## src/rtl/dssm_defines.svh

```systemverilog
`ifndef DSSM_DEFINES_SVH
`define DSSM_DEFINES_SVH
`define DSSM_CLK_PERIOD_NS 25
`define DSSM_MS_NS         1000000
`define DSSM_SEC_NS        1000000000
`define DSSM_MS_CYC        (`DSSM_MS_NS / `DSSM_CLK_PERIOD_NS)
`define DSSM_SEC_CYC       (`DSSM_SEC_NS / `DSSM_CLK_PERIOD_NS)
`define DSSM_A_CTRL        6'h00
`define DSSM_A_RUNCMD      6'h01
`define DSSM_A_PRESET      6'h02
`define DSSM_A_YDFREQ      6'h03
`define DSSM_A_YDDLY       6'h04
`define DSSM_A_POLES       6'h05
`define DSSM_A_RPM         6'h06
`define DSSM_A_STATUS      6'h07
`define DSSM_A_FREQCMD     6'h08
`define DSSM_A_ESEC_LO     6'h09
`define DSSM_A_ESEC_HI     6'h0a
`define DSSM_A_EKWH_LO     6'h0b
`define DSSM_A_EKWH_HI     6'h0c
`define DSSM_A_OT_MIN      6'h0d
`define DSSM_A_OT_DAY      6'h0e
`define DSSM_A_PRIMARY     6'h0f
`define DSSM_A_STAGE1      6'h10
`define DSSM_A_STAGE15     6'h1e
`define DSSM_A_PLC0        6'h20
`define DSSM_A_PLC19       6'h33
`define DSSM_F_SRC_LO      0
`define DSSM_F_SRC_HI      1
`define DSSM_F_YDEN        2
`define DSSM_F_VF          3
`define DSSM_F_MOT_LO      4
`define DSSM_F_MOT_HI      6
`define DSSM_FREQ_MAX      16'h3a98
`define DSSM_YDFREQ_RST    16'h1770
`define DSSM_YDDLY_MAX     16'hea60
`define DSSM_YDDLY_RST     16'h00c8
`define DSSM_POLES_MIN     16'h0002
`define DSSM_POLES_MAX     16'h0014
`define DSSM_POLES_RST     16'h0004
`define DSSM_RPM_RST       16'h06ae
`define DSSM_CLR_CODE      16'h0005
`define DSSM_MIN_MAX       11'h59f
`define DSSM_SEC_PER_MIN   6'h3b
`define DSSM_WS_PER_KWH    22'h36ee80
`endif

```

## src/rtl/dssm_pkg.sv

```systemverilog
package dssm_pkg;
  typedef enum logic [3:0] {
    YD_Y    = 4'b0001,
    YD_TO_D = 4'b0010,
    YD_D    = 4'b0100,
    YD_TO_Y = 4'b1000
  } dssm_yd_t;
  typedef enum logic [1:0] {
    SRC_TERM = 2'h0,
    SRC_KEY  = 2'h1,
    SRC_COMM = 2'h2
  } dssm_src_t;
endpackage : dssm_pkg

```

## src/rtl/dssm_top.sv

```systemverilog
// Decided for this implementation: the placing of the registers and the Wishbone interface to the registers.
`timescale 1ns/10ps
`include "dssm_defines.svh"
module dssm_top #(
  parameter int SEC_CYC = `DSSM_SEC_CYC,
  parameter int MS_CYC  = `DSSM_MS_CYC
) (
  input  wire logic        ref_clk,
  input  wire logic        rst_n,
  input  wire logic        wb_cyc_i,
  input  wire logic        wb_stb_i,
  input  wire logic        wb_we_i,
  input  wire logic [7:0]  wb_adr_i,
  input  wire logic [3:0]  wb_sel_i,
  input  wire logic [31:0] wb_dat_i,
  output logic      [31:0] wb_dat_o,
  output logic             wb_ack_o,
  input  wire logic        stage_select_input_1,
  input  wire logic        stage_select_input_2,
  input  wire logic        stage_select_input_3,
  input  wire logic        stage_select_input_4,
  input  wire logic        term_run,
  input  wire logic [15:0] motor_freq,
  input  wire logic [15:0] power_w,
  input  wire logic        power_down,
  output logic      [15:0] freq_cmd,
  output logic             running,
  output logic             mesh_conn,
  output logic             yd_term,
  output logic      [2:0]  active_motor,
  output logic             energy_save
);
  logic             req;
  logic             wr;
  logic [5:0]       idx;
  logic [15:0]      wd;
  logic [31:0]      rd_d;
  logic [1:0]       src_q;
  logic             yd_en_q;
  logic             vf_q;
  logic             key_run_q;
  logic             comm_run_q;
  logic [15:0]      primary_q;
  logic [15:0]      yd_freq_q;
  logic [15:0]      yd_delay_q;
  logic [15:0]      poles_q;
  logic [15:0]      rpm_q;
  logic [15:0]      stage_q [1:15];
  logic [15:0]      plc_q [0:19];
  logic [3:0]       code;
  logic [15:0]      sel_freq;
  logic             run_d;
  logic [25:0]      sec_cnt_q;
  logic             sec_tick;
  logic             clr_energy;
  logic [21:0]      res_q;
  logic [22:0]      res_sum;
  logic             kwh_inc;
  logic [15:0]      esec_hi;
  logic [15:0]      esec_lo;
  logic [15:0]      ekwh_hi;
  logic [15:0]      ekwh_lo;
  logic [10:0]      ot_min;
  logic [15:0]      ot_day;
  logic             want_d;
  logic [15:0]      ms_pre_q;
  logic [15:0]      dly_q;
  dssm_pkg::dssm_yd_t st_q;

  assign req = wb_cyc_i && wb_stb_i && !wb_ack_o;
  // Registers are 16 bits wide, so both low lanes must be enabled to write
  assign wr  = req && wb_we_i && wb_sel_i[0] && wb_sel_i[1];
  assign idx = wb_adr_i[7:2];
  assign wd  = wb_dat_i[15:0];

  always_ff @(posedge ref_clk) begin
    if (!rst_n) begin
      wb_ack_o <= 1'b0;
      wb_dat_o <= 32'h0;
    end else begin
      wb_ack_o <= req;
      wb_dat_o <= rd_d;
    end
  end

  always_comb begin
    rd_d = 32'h0;
    case (idx)
      `DSSM_A_CTRL:    rd_d[6:0] = {active_motor - 3'h1, vf_q, yd_en_q, src_q};
      `DSSM_A_RUNCMD:  rd_d[1:0] = {comm_run_q, key_run_q};
      `DSSM_A_YDFREQ:  rd_d[15:0] = yd_freq_q;
      `DSSM_A_YDDLY:   rd_d[15:0] = yd_delay_q;
      `DSSM_A_POLES:   rd_d[15:0] = poles_q;
      `DSSM_A_RPM:     rd_d[15:0] = rpm_q;
      `DSSM_A_STATUS:  rd_d[7:0] = {code, yd_term, mesh_conn, energy_save, running};
      `DSSM_A_FREQCMD: rd_d[15:0] = freq_cmd;
      `DSSM_A_ESEC_LO: rd_d[15:0] = esec_lo;
      `DSSM_A_ESEC_HI: rd_d[15:0] = esec_hi;
      `DSSM_A_EKWH_LO: rd_d[15:0] = ekwh_lo;
      `DSSM_A_EKWH_HI: rd_d[15:0] = ekwh_hi;
      `DSSM_A_OT_MIN:  rd_d[10:0] = ot_min;
      `DSSM_A_OT_DAY:  rd_d[15:0] = ot_day;
      `DSSM_A_PRIMARY: rd_d[15:0] = primary_q;
      default: begin
        if (idx >= `DSSM_A_STAGE1 && idx <= `DSSM_A_STAGE15) begin
          rd_d[15:0] = stage_q[idx[3:0] + 4'h1];
        end else if (idx >= `DSSM_A_PLC0 && idx <= `DSSM_A_PLC19) begin
          rd_d[15:0] = plc_q[5'(idx - `DSSM_A_PLC0)];
        end
      end
    endcase
  end

  // Control and motor configuration
  always_ff @(posedge ref_clk) begin
    if (!rst_n) begin
      src_q        <= dssm_pkg::SRC_TERM;
      yd_en_q      <= 1'b0;
      vf_q         <= 1'b1;
      active_motor <= 3'h1;
      key_run_q    <= 1'b0;
      comm_run_q   <= 1'b0;
      primary_q    <= 16'h0;
      yd_freq_q    <= `DSSM_YDFREQ_RST;
      yd_delay_q   <= `DSSM_YDDLY_RST;
      poles_q      <= `DSSM_POLES_RST;
      rpm_q        <= `DSSM_RPM_RST;
    end else begin
      if (!vf_q) begin
        active_motor <= 3'h1;
      end
      if (wr) begin
        case (idx)
          `DSSM_A_CTRL: begin
            src_q   <= wd[`DSSM_F_SRC_HI:`DSSM_F_SRC_LO];
            yd_en_q <= wd[`DSSM_F_YDEN];
            vf_q    <= wd[`DSSM_F_VF];
            // Other motors only under V/F; otherwise motor 1 is kept
            if (wd[`DSSM_F_VF] && wd[`DSSM_F_MOT_HI] == 1'b0) begin
              active_motor <= {1'b0, wd[5:4]} + 3'h1;
            end else begin
              active_motor <= 3'h1;
            end
          end
          `DSSM_A_RUNCMD: begin
            key_run_q  <= wd[0];
            comm_run_q <= wd[1];
          end
          `DSSM_A_PRIMARY: primary_q <= wd;
          `DSSM_A_YDFREQ: begin
            if (wd <= `DSSM_FREQ_MAX) yd_freq_q <= wd;
          end
          `DSSM_A_YDDLY: begin
            if (wd <= `DSSM_YDDLY_MAX) yd_delay_q <= wd;
          end
          `DSSM_A_POLES: begin
            if (!wd[0] && wd >= `DSSM_POLES_MIN && wd <= `DSSM_POLES_MAX) begin
              poles_q <= wd;
            end
          end
          `DSSM_A_RPM: rpm_q <= wd;
          default: begin
          end
        endcase
      end
    end
  end

  // Stage table stays writable while the motor runs
  always_ff @(posedge ref_clk) begin
    if (!rst_n) begin
      for (int i = 1; i <= 15; i++) stage_q[i] <= 16'h0;
    end else if (wr && idx >= `DSSM_A_STAGE1 && idx <= `DSSM_A_STAGE15 &&
                 wd <= `DSSM_FREQ_MAX) begin
      stage_q[idx[3:0] + 4'h1] <= wd;
    end
  end

  always_ff @(posedge ref_clk) begin
    if (!rst_n) begin
      for (int i = 0; i < 20; i++) plc_q[i] <= 16'h0;
    end else if (wr && idx >= `DSSM_A_PLC0 && idx <= `DSSM_A_PLC19) begin
      plc_q[5'(idx - `DSSM_A_PLC0)] <= wd;
    end
  end

  assign code = {stage_select_input_4, stage_select_input_3,
                 stage_select_input_2, stage_select_input_1};
  assign sel_freq = (code == 4'h0) ? primary_q : stage_q[code];

  always_ff @(posedge ref_clk) begin
    if (!rst_n) begin
      freq_cmd <= 16'h0;
    end else begin
      freq_cmd <= sel_freq;
    end
  end

  always_comb begin
    case (src_q)
      dssm_pkg::SRC_TERM: run_d = term_run;
      dssm_pkg::SRC_KEY:  run_d = key_run_q;
      dssm_pkg::SRC_COMM: run_d = comm_run_q;
      default:            run_d = 1'b0;
    endcase
    if (power_down) run_d = 1'b0;
  end

  // Save strobe marks stop or power loss; totals simply hold afterwards
  always_ff @(posedge ref_clk) begin
    if (!rst_n) begin
      running     <= 1'b0;
      energy_save <= 1'b0;
    end else begin
      running     <= run_d;
      energy_save <= running && !run_d;
    end
  end

  assign sec_tick = running && (sec_cnt_q == 26'(SEC_CYC - 1));
  always_ff @(posedge ref_clk) begin
    if (!rst_n || !running) begin
      sec_cnt_q <= 26'h0;
    end else begin
      sec_cnt_q <= sec_tick ? 26'h0 : sec_cnt_q + 26'h1;
    end
  end

  assign clr_energy = wr && idx == `DSSM_A_PRESET && wd == `DSSM_CLR_CODE;
  assign res_sum    = {1'b0, res_q} + {7'h0, power_w};
  assign kwh_inc    = sec_tick && res_sum >= {1'b0, `DSSM_WS_PER_KWH};

  always_ff @(posedge ref_clk) begin
    if (!rst_n || clr_energy) begin
      res_q <= 22'h0;
    end else if (sec_tick) begin
      res_q <= kwh_inc ? 22'(res_sum - {1'b0, `DSSM_WS_PER_KWH}) : res_sum[21:0];
    end
  end

  dssm_acc u_wsec (
    .ref_clk (ref_clk),
    .rst_n   (rst_n),
    .clr     (clr_energy),
    .add_en  (sec_tick),
    .add_val ({16'h0, power_w}),
    .hi_word (esec_hi),
    .lo_word (esec_lo)
  );

  dssm_acc u_kwh (
    .ref_clk (ref_clk),
    .rst_n   (rst_n),
    .clr     (clr_energy),
    .add_en  (kwh_inc),
    .add_val (32'h1),
    .hi_word (ekwh_hi),
    .lo_word (ekwh_lo)
  );

  dssm_optime u_optime (
    .ref_clk  (ref_clk),
    .rst_n    (rst_n),
    .run      (running),
    .sec_tick (sec_tick),
    .clr_min  (wr && idx == `DSSM_A_OT_MIN && wd == 16'h0),
    .clr_day  (wr && idx == `DSSM_A_OT_DAY && wd == 16'h0),
    .min_q    (ot_min),
    .day_q    (ot_day)
  );

  assign want_d = yd_en_q && (motor_freq >= yd_freq_q);

  // Connection and parameter set move first; the terminal follows the delay
  always_ff @(posedge ref_clk) begin
    if (!rst_n) begin
      st_q      <= dssm_pkg::YD_Y;
      mesh_conn <= 1'b0;
      yd_term   <= 1'b0;
      ms_pre_q  <= 16'h0;
      dly_q     <= 16'h0;
    end else begin
      ms_pre_q <= (ms_pre_q == 16'(MS_CYC - 1)) ? 16'h0 : ms_pre_q + 16'h1;
      if (ms_pre_q == 16'(MS_CYC - 1) && dly_q != 16'hffff) dly_q <= dly_q + 16'h1;
      case (st_q)
        dssm_pkg::YD_Y: begin
          if (want_d) begin
            st_q      <= dssm_pkg::YD_TO_D;
            mesh_conn <= 1'b1;
            ms_pre_q  <= 16'h0;
            dly_q     <= 16'h0;
          end
        end
        dssm_pkg::YD_TO_D: begin
          if (!want_d) begin
            st_q      <= dssm_pkg::YD_Y;
            mesh_conn <= 1'b0;
          end else if (dly_q >= yd_delay_q) begin
            st_q    <= dssm_pkg::YD_D;
            yd_term <= 1'b1;
          end
        end
        dssm_pkg::YD_D: begin
          if (!want_d) begin
            st_q      <= dssm_pkg::YD_TO_Y;
            mesh_conn <= 1'b0;
            ms_pre_q  <= 16'h0;
            dly_q     <= 16'h0;
          end
        end
        dssm_pkg::YD_TO_Y: begin
          if (want_d) begin
            st_q      <= dssm_pkg::YD_D;
            mesh_conn <= 1'b1;
          end else if (dly_q >= yd_delay_q) begin
            st_q    <= dssm_pkg::YD_Y;
            yd_term <= 1'b0;
          end
        end
        default: begin
          st_q      <= dssm_pkg::YD_Y;
          mesh_conn <= 1'b0;
          yd_term   <= 1'b0;
        end
      endcase
    end
  end
endmodule : dssm_top

```

## src/rtl/dssm_acc.sv

```systemverilog
`timescale 1ns/10ps
`include "dssm_defines.svh"
module dssm_acc (
  input  wire logic        ref_clk,
  input  wire logic        rst_n,
  input  wire logic        clr,
  input  wire logic        add_en,
  input  wire logic [31:0] add_val,
  output logic      [15:0] hi_word,
  output logic      [15:0] lo_word
);
  logic [31:0] acc_q;
  always_ff @(posedge ref_clk) begin
    if (!rst_n || clr) begin
      acc_q <= 32'h0;
    end else if (add_en) begin
      acc_q <= acc_q + add_val;
    end
  end
  // Word split keeps full value = hi * 65536 + lo
  assign hi_word = acc_q[31:16];
  assign lo_word = acc_q[15:0];
endmodule : dssm_acc

```

## src/rtl/dssm_optime.sv

```systemverilog
`timescale 1ns/10ps
`include "dssm_defines.svh"
module dssm_optime (
  input  wire logic        ref_clk,
  input  wire logic        rst_n,
  input  wire logic        run,
  input  wire logic        sec_tick,
  input  wire logic        clr_min,
  input  wire logic        clr_day,
  output logic      [10:0] min_q,
  output logic      [15:0] day_q
);
  logic [5:0] sec_q;
  logic       min_tick;
  assign min_tick = run && sec_tick && (sec_q == `DSSM_SEC_PER_MIN);
  // A stop discards the partial minute
  always_ff @(posedge ref_clk) begin
    if (!rst_n || !run || clr_min) begin
      sec_q <= 6'h0;
    end else if (sec_tick) begin
      sec_q <= min_tick ? 6'h0 : sec_q + 6'h1;
    end
  end
  always_ff @(posedge ref_clk) begin
    if (!rst_n || clr_min) begin
      min_q <= 11'h0;
    end else if (min_tick) begin
      min_q <= (min_q == `DSSM_MIN_MAX) ? 11'h0 : min_q + 11'h1;
    end
  end
  always_ff @(posedge ref_clk) begin
    if (!rst_n || clr_day) begin
      day_q <= 16'h0;
    end else if (min_tick && min_q == `DSSM_MIN_MAX) begin
      day_q <= day_q + 16'h1;
    end
  end
endmodule : dssm_optime

```

## config.mk

```make
export PLATFORM = sky130hd
export DESIGN_NAME = dssm_top
export DESIGN_NICKNAME = d
export VERILOG_FILES = /design/src/rtl/dssm_pkg.sv /design/src/rtl/dssm_top.sv /design/src/rtl/dssm_acc.sv /design/src/rtl/dssm_optime.sv
export VERILOG_INCLUDE_DIRS = /design/src /design/src/rtl
export SDC_FILE = /design/constraint.sdc
export NUM_CORES = 2
export LEC_CHECK = 0
export ABC_AREA = 1
export BUFFER_PORTS_ARGS = -buffer_cell sky130_fd_sc_hd__buf_4
export CORE_MARGIN = 2
export CORE_UTILIZATION = 45
export DETAILED_ROUTE_END_ITERATION = 10
export GPL_TIMING_DRIVEN = 0
export SETUP_SLACK_MARGIN = 0.3
export SLEW_MARGIN = 5
export SYNTH_ARGS = -nofsm -noshare
export SYNTH_HDL_FRONTEND = slang
export SYNTH_SLANG_ARGS = --single-unit
```

## constraint.sdc

```tcl
create_clock -name ref_clk -period 3.8 [get_ports ref_clk]
set_input_delay 0.19 -clock ref_clk [delete_from_list [all_inputs] [get_ports ref_clk]]
set_output_delay 0.19 -clock ref_clk [all_outputs]
set_load 0.02 [all_outputs]
```

==> results by group <==
Global routing
  • Largest net degree at the start of global routing: 21
  • Initial antenna violation count: 12
  • Total grt overflow: 0
  • Vias in the first global route: roughly 45,000
  • GRT Total Usage: 42.28%
  • First-pass GRT wire length: 342.9 mm

Setup path
  • Delay-heaviest family, CP: buffers and inverters
  • Total stage count of the critical path: 14
  • Worst r2r dst: stage_q[2][0]
  • Arrival time of data at the critical path endpoint: between 4 and 5 ns
  • Critical Path Source Type: input pin
  • Top cell by count, worst path: clkbuf_2
  • Critical path class: in2reg
  • Crit path largest cell delay: 0.51 ns
  • Critical path endpoint: wb_dat_o[6]
  • Crit path required time: between 4 and 5 ns
  • CP Cell Sequence: buf_4 -> buf_2 -> inv_1 -> clkbuf_2 -> buf_4 -> ha_1 -> clkbuf_2 -> clkbuf_2 -> o21ai_0 -> o21ai_0 -> a221oi_1 -> nor2_1 -> a31oi_1 -> a21oi_1
  • Reg2reg path depth: 9
  • Critical path peak fanout: 12
  • Setup crit end kind: register
  • Crit. Startpoint: wb_adr_i[3]
  • Critical path buffers and inverters: 7
  • Crit path max-delay cell type: clkbuf_2
  • FF-to-FF setup slack: between 0.3 and 0.4 ns
  • R2r startpoint: wb_ack_o

Synth
  • Synth Cell Area: a little over 0.05 mm²
  • Register area share after synthesis: 54.52%
  • Synth Flop Type: edfxtp_1
  • Synthesis-stage register bit count: 1,027
  • EDFF count, synth: 720
  • Synth warnings: 0
  • Post-Syn Area per Cell: just under 9 µm²
  • Fraction of registers with async set/reset: 0%
  • Synth unique cells: 64
  • Post-Syn Instances: ~5,900

Floorplan
  • Cell row count: about 120
  • Die X: between 300 and 400 µm
  • Core area: ~0.11 mm²
  • Die ar.: around 0.12 mm²
  • Ports: around 140
  • Starting density of the core: 45.33%
  • Height of the die: 340.4 µm

STA
  • FMAX: 260.7 MHz
  • Final setup viols: 2
  • Setup ws final: -0.03645 ns
  • Final Skew: approximately 0.032 ns
  • Hold Fails Final Rpt: 0
  • Sum of negative setup slack: -0.06177 ns
  • Max-slew headroom: -6.809%
  • Count of pins over their slew limit: 77
  • Hold WS: roughly 0.046 ns
  • RSZ-0062 raised after global routing: no
  • Tcrit/Tclk final: 101.0%
  • Min Tclk post-route: 3.836 ns
  • Worst slew pin tran: roughly 1.6 ns

Drt
  • Vias: approximately 49,000
  • DR iter-0 viols: a little under 8,000
  • Vias per inst: around 6.2
  • # DRC: 0
  • Drt first pass iters: 10
  • Detailed Route WL: 251.0 mm
  • Antenna viol nets, final: 0
  • DR WL/cell: roughly 32 µm

Clock network
  • Clock sink count: 1,027
  • Reg clk slew, reported paths: 0.06 ns
  • H-tree Lvls: 3
  • Worst skew pair latency: slightly above 0.7 ns
  • CTS Buffer Depth: 3
  • CTS tree: done
  • Num CTS Buffers: roughly 110
  • CTS root buf: clkbuf_16

Layout
  • Core Util, Final: between 50% and 60%
  • Final Non-Filler Cells: a little under 8,000
  • Share of cells above drive strength 1: under 10%
  • Fillers: 10,863
  • Area growth syn-to-layout: 16.04%
  • Multi-input gate area: between 0.02 and 0.025 mm²
  • NumNets Final: approximately 6,500
  • Non-Filler Cell Area, Final: 0.05909 mm²
  • Register area: about 0.028 mm²

Pwr
  • Power Internal: between 15 and 20 mW
  • Combinational share of power: 12.0%
  • P_leak: roughly 23 nW
  • Sequential Power Share: 46.5%
  • Final Power: around 27 mW
  • Pwr dens: about 460 mW/mm²
  • VDD IR max: between 0.3 and 0.4 mV
  • Sw frac: roughly 28%
  • P_sw: 7.591 mW
  • Clock power share: approximately two fifths

Place
  • Port bufs: 101
  • Post-DP HPWL: between 150 and 200 mm
  • Placed Instances: around 7,600
  • Pre-CTS WS: -3.068 ns
  • Placer Congestion: about 1.1
  • Placed cell areas: 0.05434 mm²

Run
  • Maxcap violations: 8

Status
  • Status: finished, violations left
  • Failing checks: capacitance limit, slew limit, setup timing

Hold path
  • Worst min path class: in2reg
[worst reg2reg max path, stage by stage, from the launching register on]
cell and delay [ns]:
dfxtp_1 0.31, nor2_1 0.10, inv_1 0.12, nor2_1 0.50, nand4_1 0.18, buf_4 0.27
nor2_2 0.44, nand2_1 0.31, clkbuf_2 0.42, nand2_4 0.44
[per-layer routing]
| layer | vias to the layer above | track usage, % | routed length [µm] |
|---|---|---|---|
| met5 | - | 0 | 13 |
| met4 | 4 | 28.89 | 21050 |
| met3 | 871 | 10.14 | 31260 |
| met2 | 3651 | 61.74 | 104100 |
| met1 | 23616 | 55.60 | 94640 |
| li1 | 20862 | - | - |
[synth_stat cells (all sizes together), types with 3 or more instances]
cell	number	area (µm²)
nand2	992	3754
nor2	925	3515
edfxtp	720	21620
a21oi	549	2793
inv	500	1877
o21ai	470	2352
dfxtp	307	6146
clkbuf	302	1134
nand3	247	1304
ha	84	1051
o211ai	81	608.1
nor3	80	410.4
buf	70	384.1
o22ai	70	437.9
a22oi	60	450.4
xor2	55	481.7
nand4	44	290.3
nor4	42	284.0
a31oi	38	237.7
a221oi	24	210.2
a32o	24	240.2
xnor2	21	183.9
a32oi	19	166.4
o2111ai	18	157.7
a22o	12	105.1
or2	12	75.07
a211oi	10	75.07
o221ai	9	78.83
clkinv	8	30.03
nand3b	8	60.06
nor3b	6	45.04
o21a	6	45.04
and2	5	31.28
o21bai	5	37.54
o41ai	5	43.79
o311ai	4	35.03
o31ai	3	22.52
[state kept, by name, indices dropped and copies added, names as in the netlist, 2 cells and up]
name            cells
active_motor        3
dly_q              16
freq_cmd           16
ms_pre_q           16
plc_q             464
poles_q            16
primary_q          16
res_q              22
rpm_q              16
sec_cnt_q          26
src_q               2
st_q                4
stage_q           256
u_kwh.acc_q        32
u_optime.day_q     16
u_optime.min_q     11
u_optime.sec_q      6
u_wsec.acc_q       32
wb_dat_o           16
yd_delay_q         16
yd_freq_q          16
[layout by cell type, fill, tap and decap left out, types with 74 or more instances in the layout]
| master | Yosys | final |
|---|---|---|
| conb_1 | 1 | 190 |
| o21ai_0 | 469 | 463 |
| inv_1 | 491 | 490 |
| nand2_1 | 980 | 942 |
| o211ai_1 | 81 | 81 |
| nor3_1 | 78 | 74 |
| nor2_1 | 912 | 896 |
| edfxtp_1 | 720 | 720 |
| clkbuf_1 | 302 | 265 |
| buf_4 | 18 | 129 |
| nand3_1 | 235 | 234 |
| dfxtp_1 | 307 | 307 |
| ha_1 | 84 | 84 |
| a21oi_1 | 537 | 534 |
| clkbuf_16 | 0 | 114 |
[power by group through the flow]
stage | Combinational, mW | Sequential [mW] | Clock [mW]
2_1_floorplan | 1.40 | 12.8 | 0
3_3_place_gp | 2.91 | 12.8 | 0
3_5_place_dp | 2.93 | 12.8 | 0
4_1_cts | 3.02 | 12.6 | 11.1
5_1_grt | 3.26 | 12.6 | 11.6
6_report | 3.23 | 12.6 | 11.2
[repair_timing]
action	in CTS	in global routing
gates resized for setup	148	68
buffers inserted	6	4
endpoints found under the setup margin	1092	494
hold buffers	23	0
pin swaps	3	1
endpoints found under the hold margin	181	0
[layout make-up]
| class | instances | area share (%) |
|---|---|---|
| clock buffers | 141 | 5.101 |
| flip-flops and latches | 1027 | 46.99 |
| multi-input cells | 4133 | 35.68 |
| diodes | 10 | 0.04235 |
| plain buffers | 372 | 2.803 |
| well taps | 1500 | 3.176 |
| clock inverters | 65 | 1.046 |
| repair buffers | 137 | 1.942 |
| inverters | 508 | 3.227 |
[worst min-delay path by stage]
| stage | from | endpoint | slack (ns) | depth (start not counted) |
|---|---|---|---|---|
| global route | power_w[14] | u_wsec.acc_q[14] | 0.07 | 4 |
| finish | power_w[9] | u_wsec.acc_q[9] | 0.05 | 4 |
| floorplan | wb_dat_i[0] | plc_q[20][0] | 0.29 | 0 |
| CTS | power_w[9] | u_wsec.acc_q[9] | 0.00001 | 4 |
| global placement | sec_cnt_q[0] | sec_cnt_q[0] | 0.43 | 1 |
| detailed placement | sec_cnt_q[0] | sec_cnt_q[0] | 0.43 | 1 |
[cell families (layout without fill, tap and decap cells)]
family	count (synthesis)	after routing	synth area share, %
AO/OA/AOI/OAI	1418	1418	16.09
XOR/XNOR	76	76	1.307
buffers and inverters	880	1223	6.725
other	1	200	0.007364
flip-flops	1027	1027	54.52
AND/OR/NAND/NOR	2363	2363	19.21
adder cells (fa/ha/maj)	86	86	2.142
Note: power is estimated with default switching activity, not from simulation.
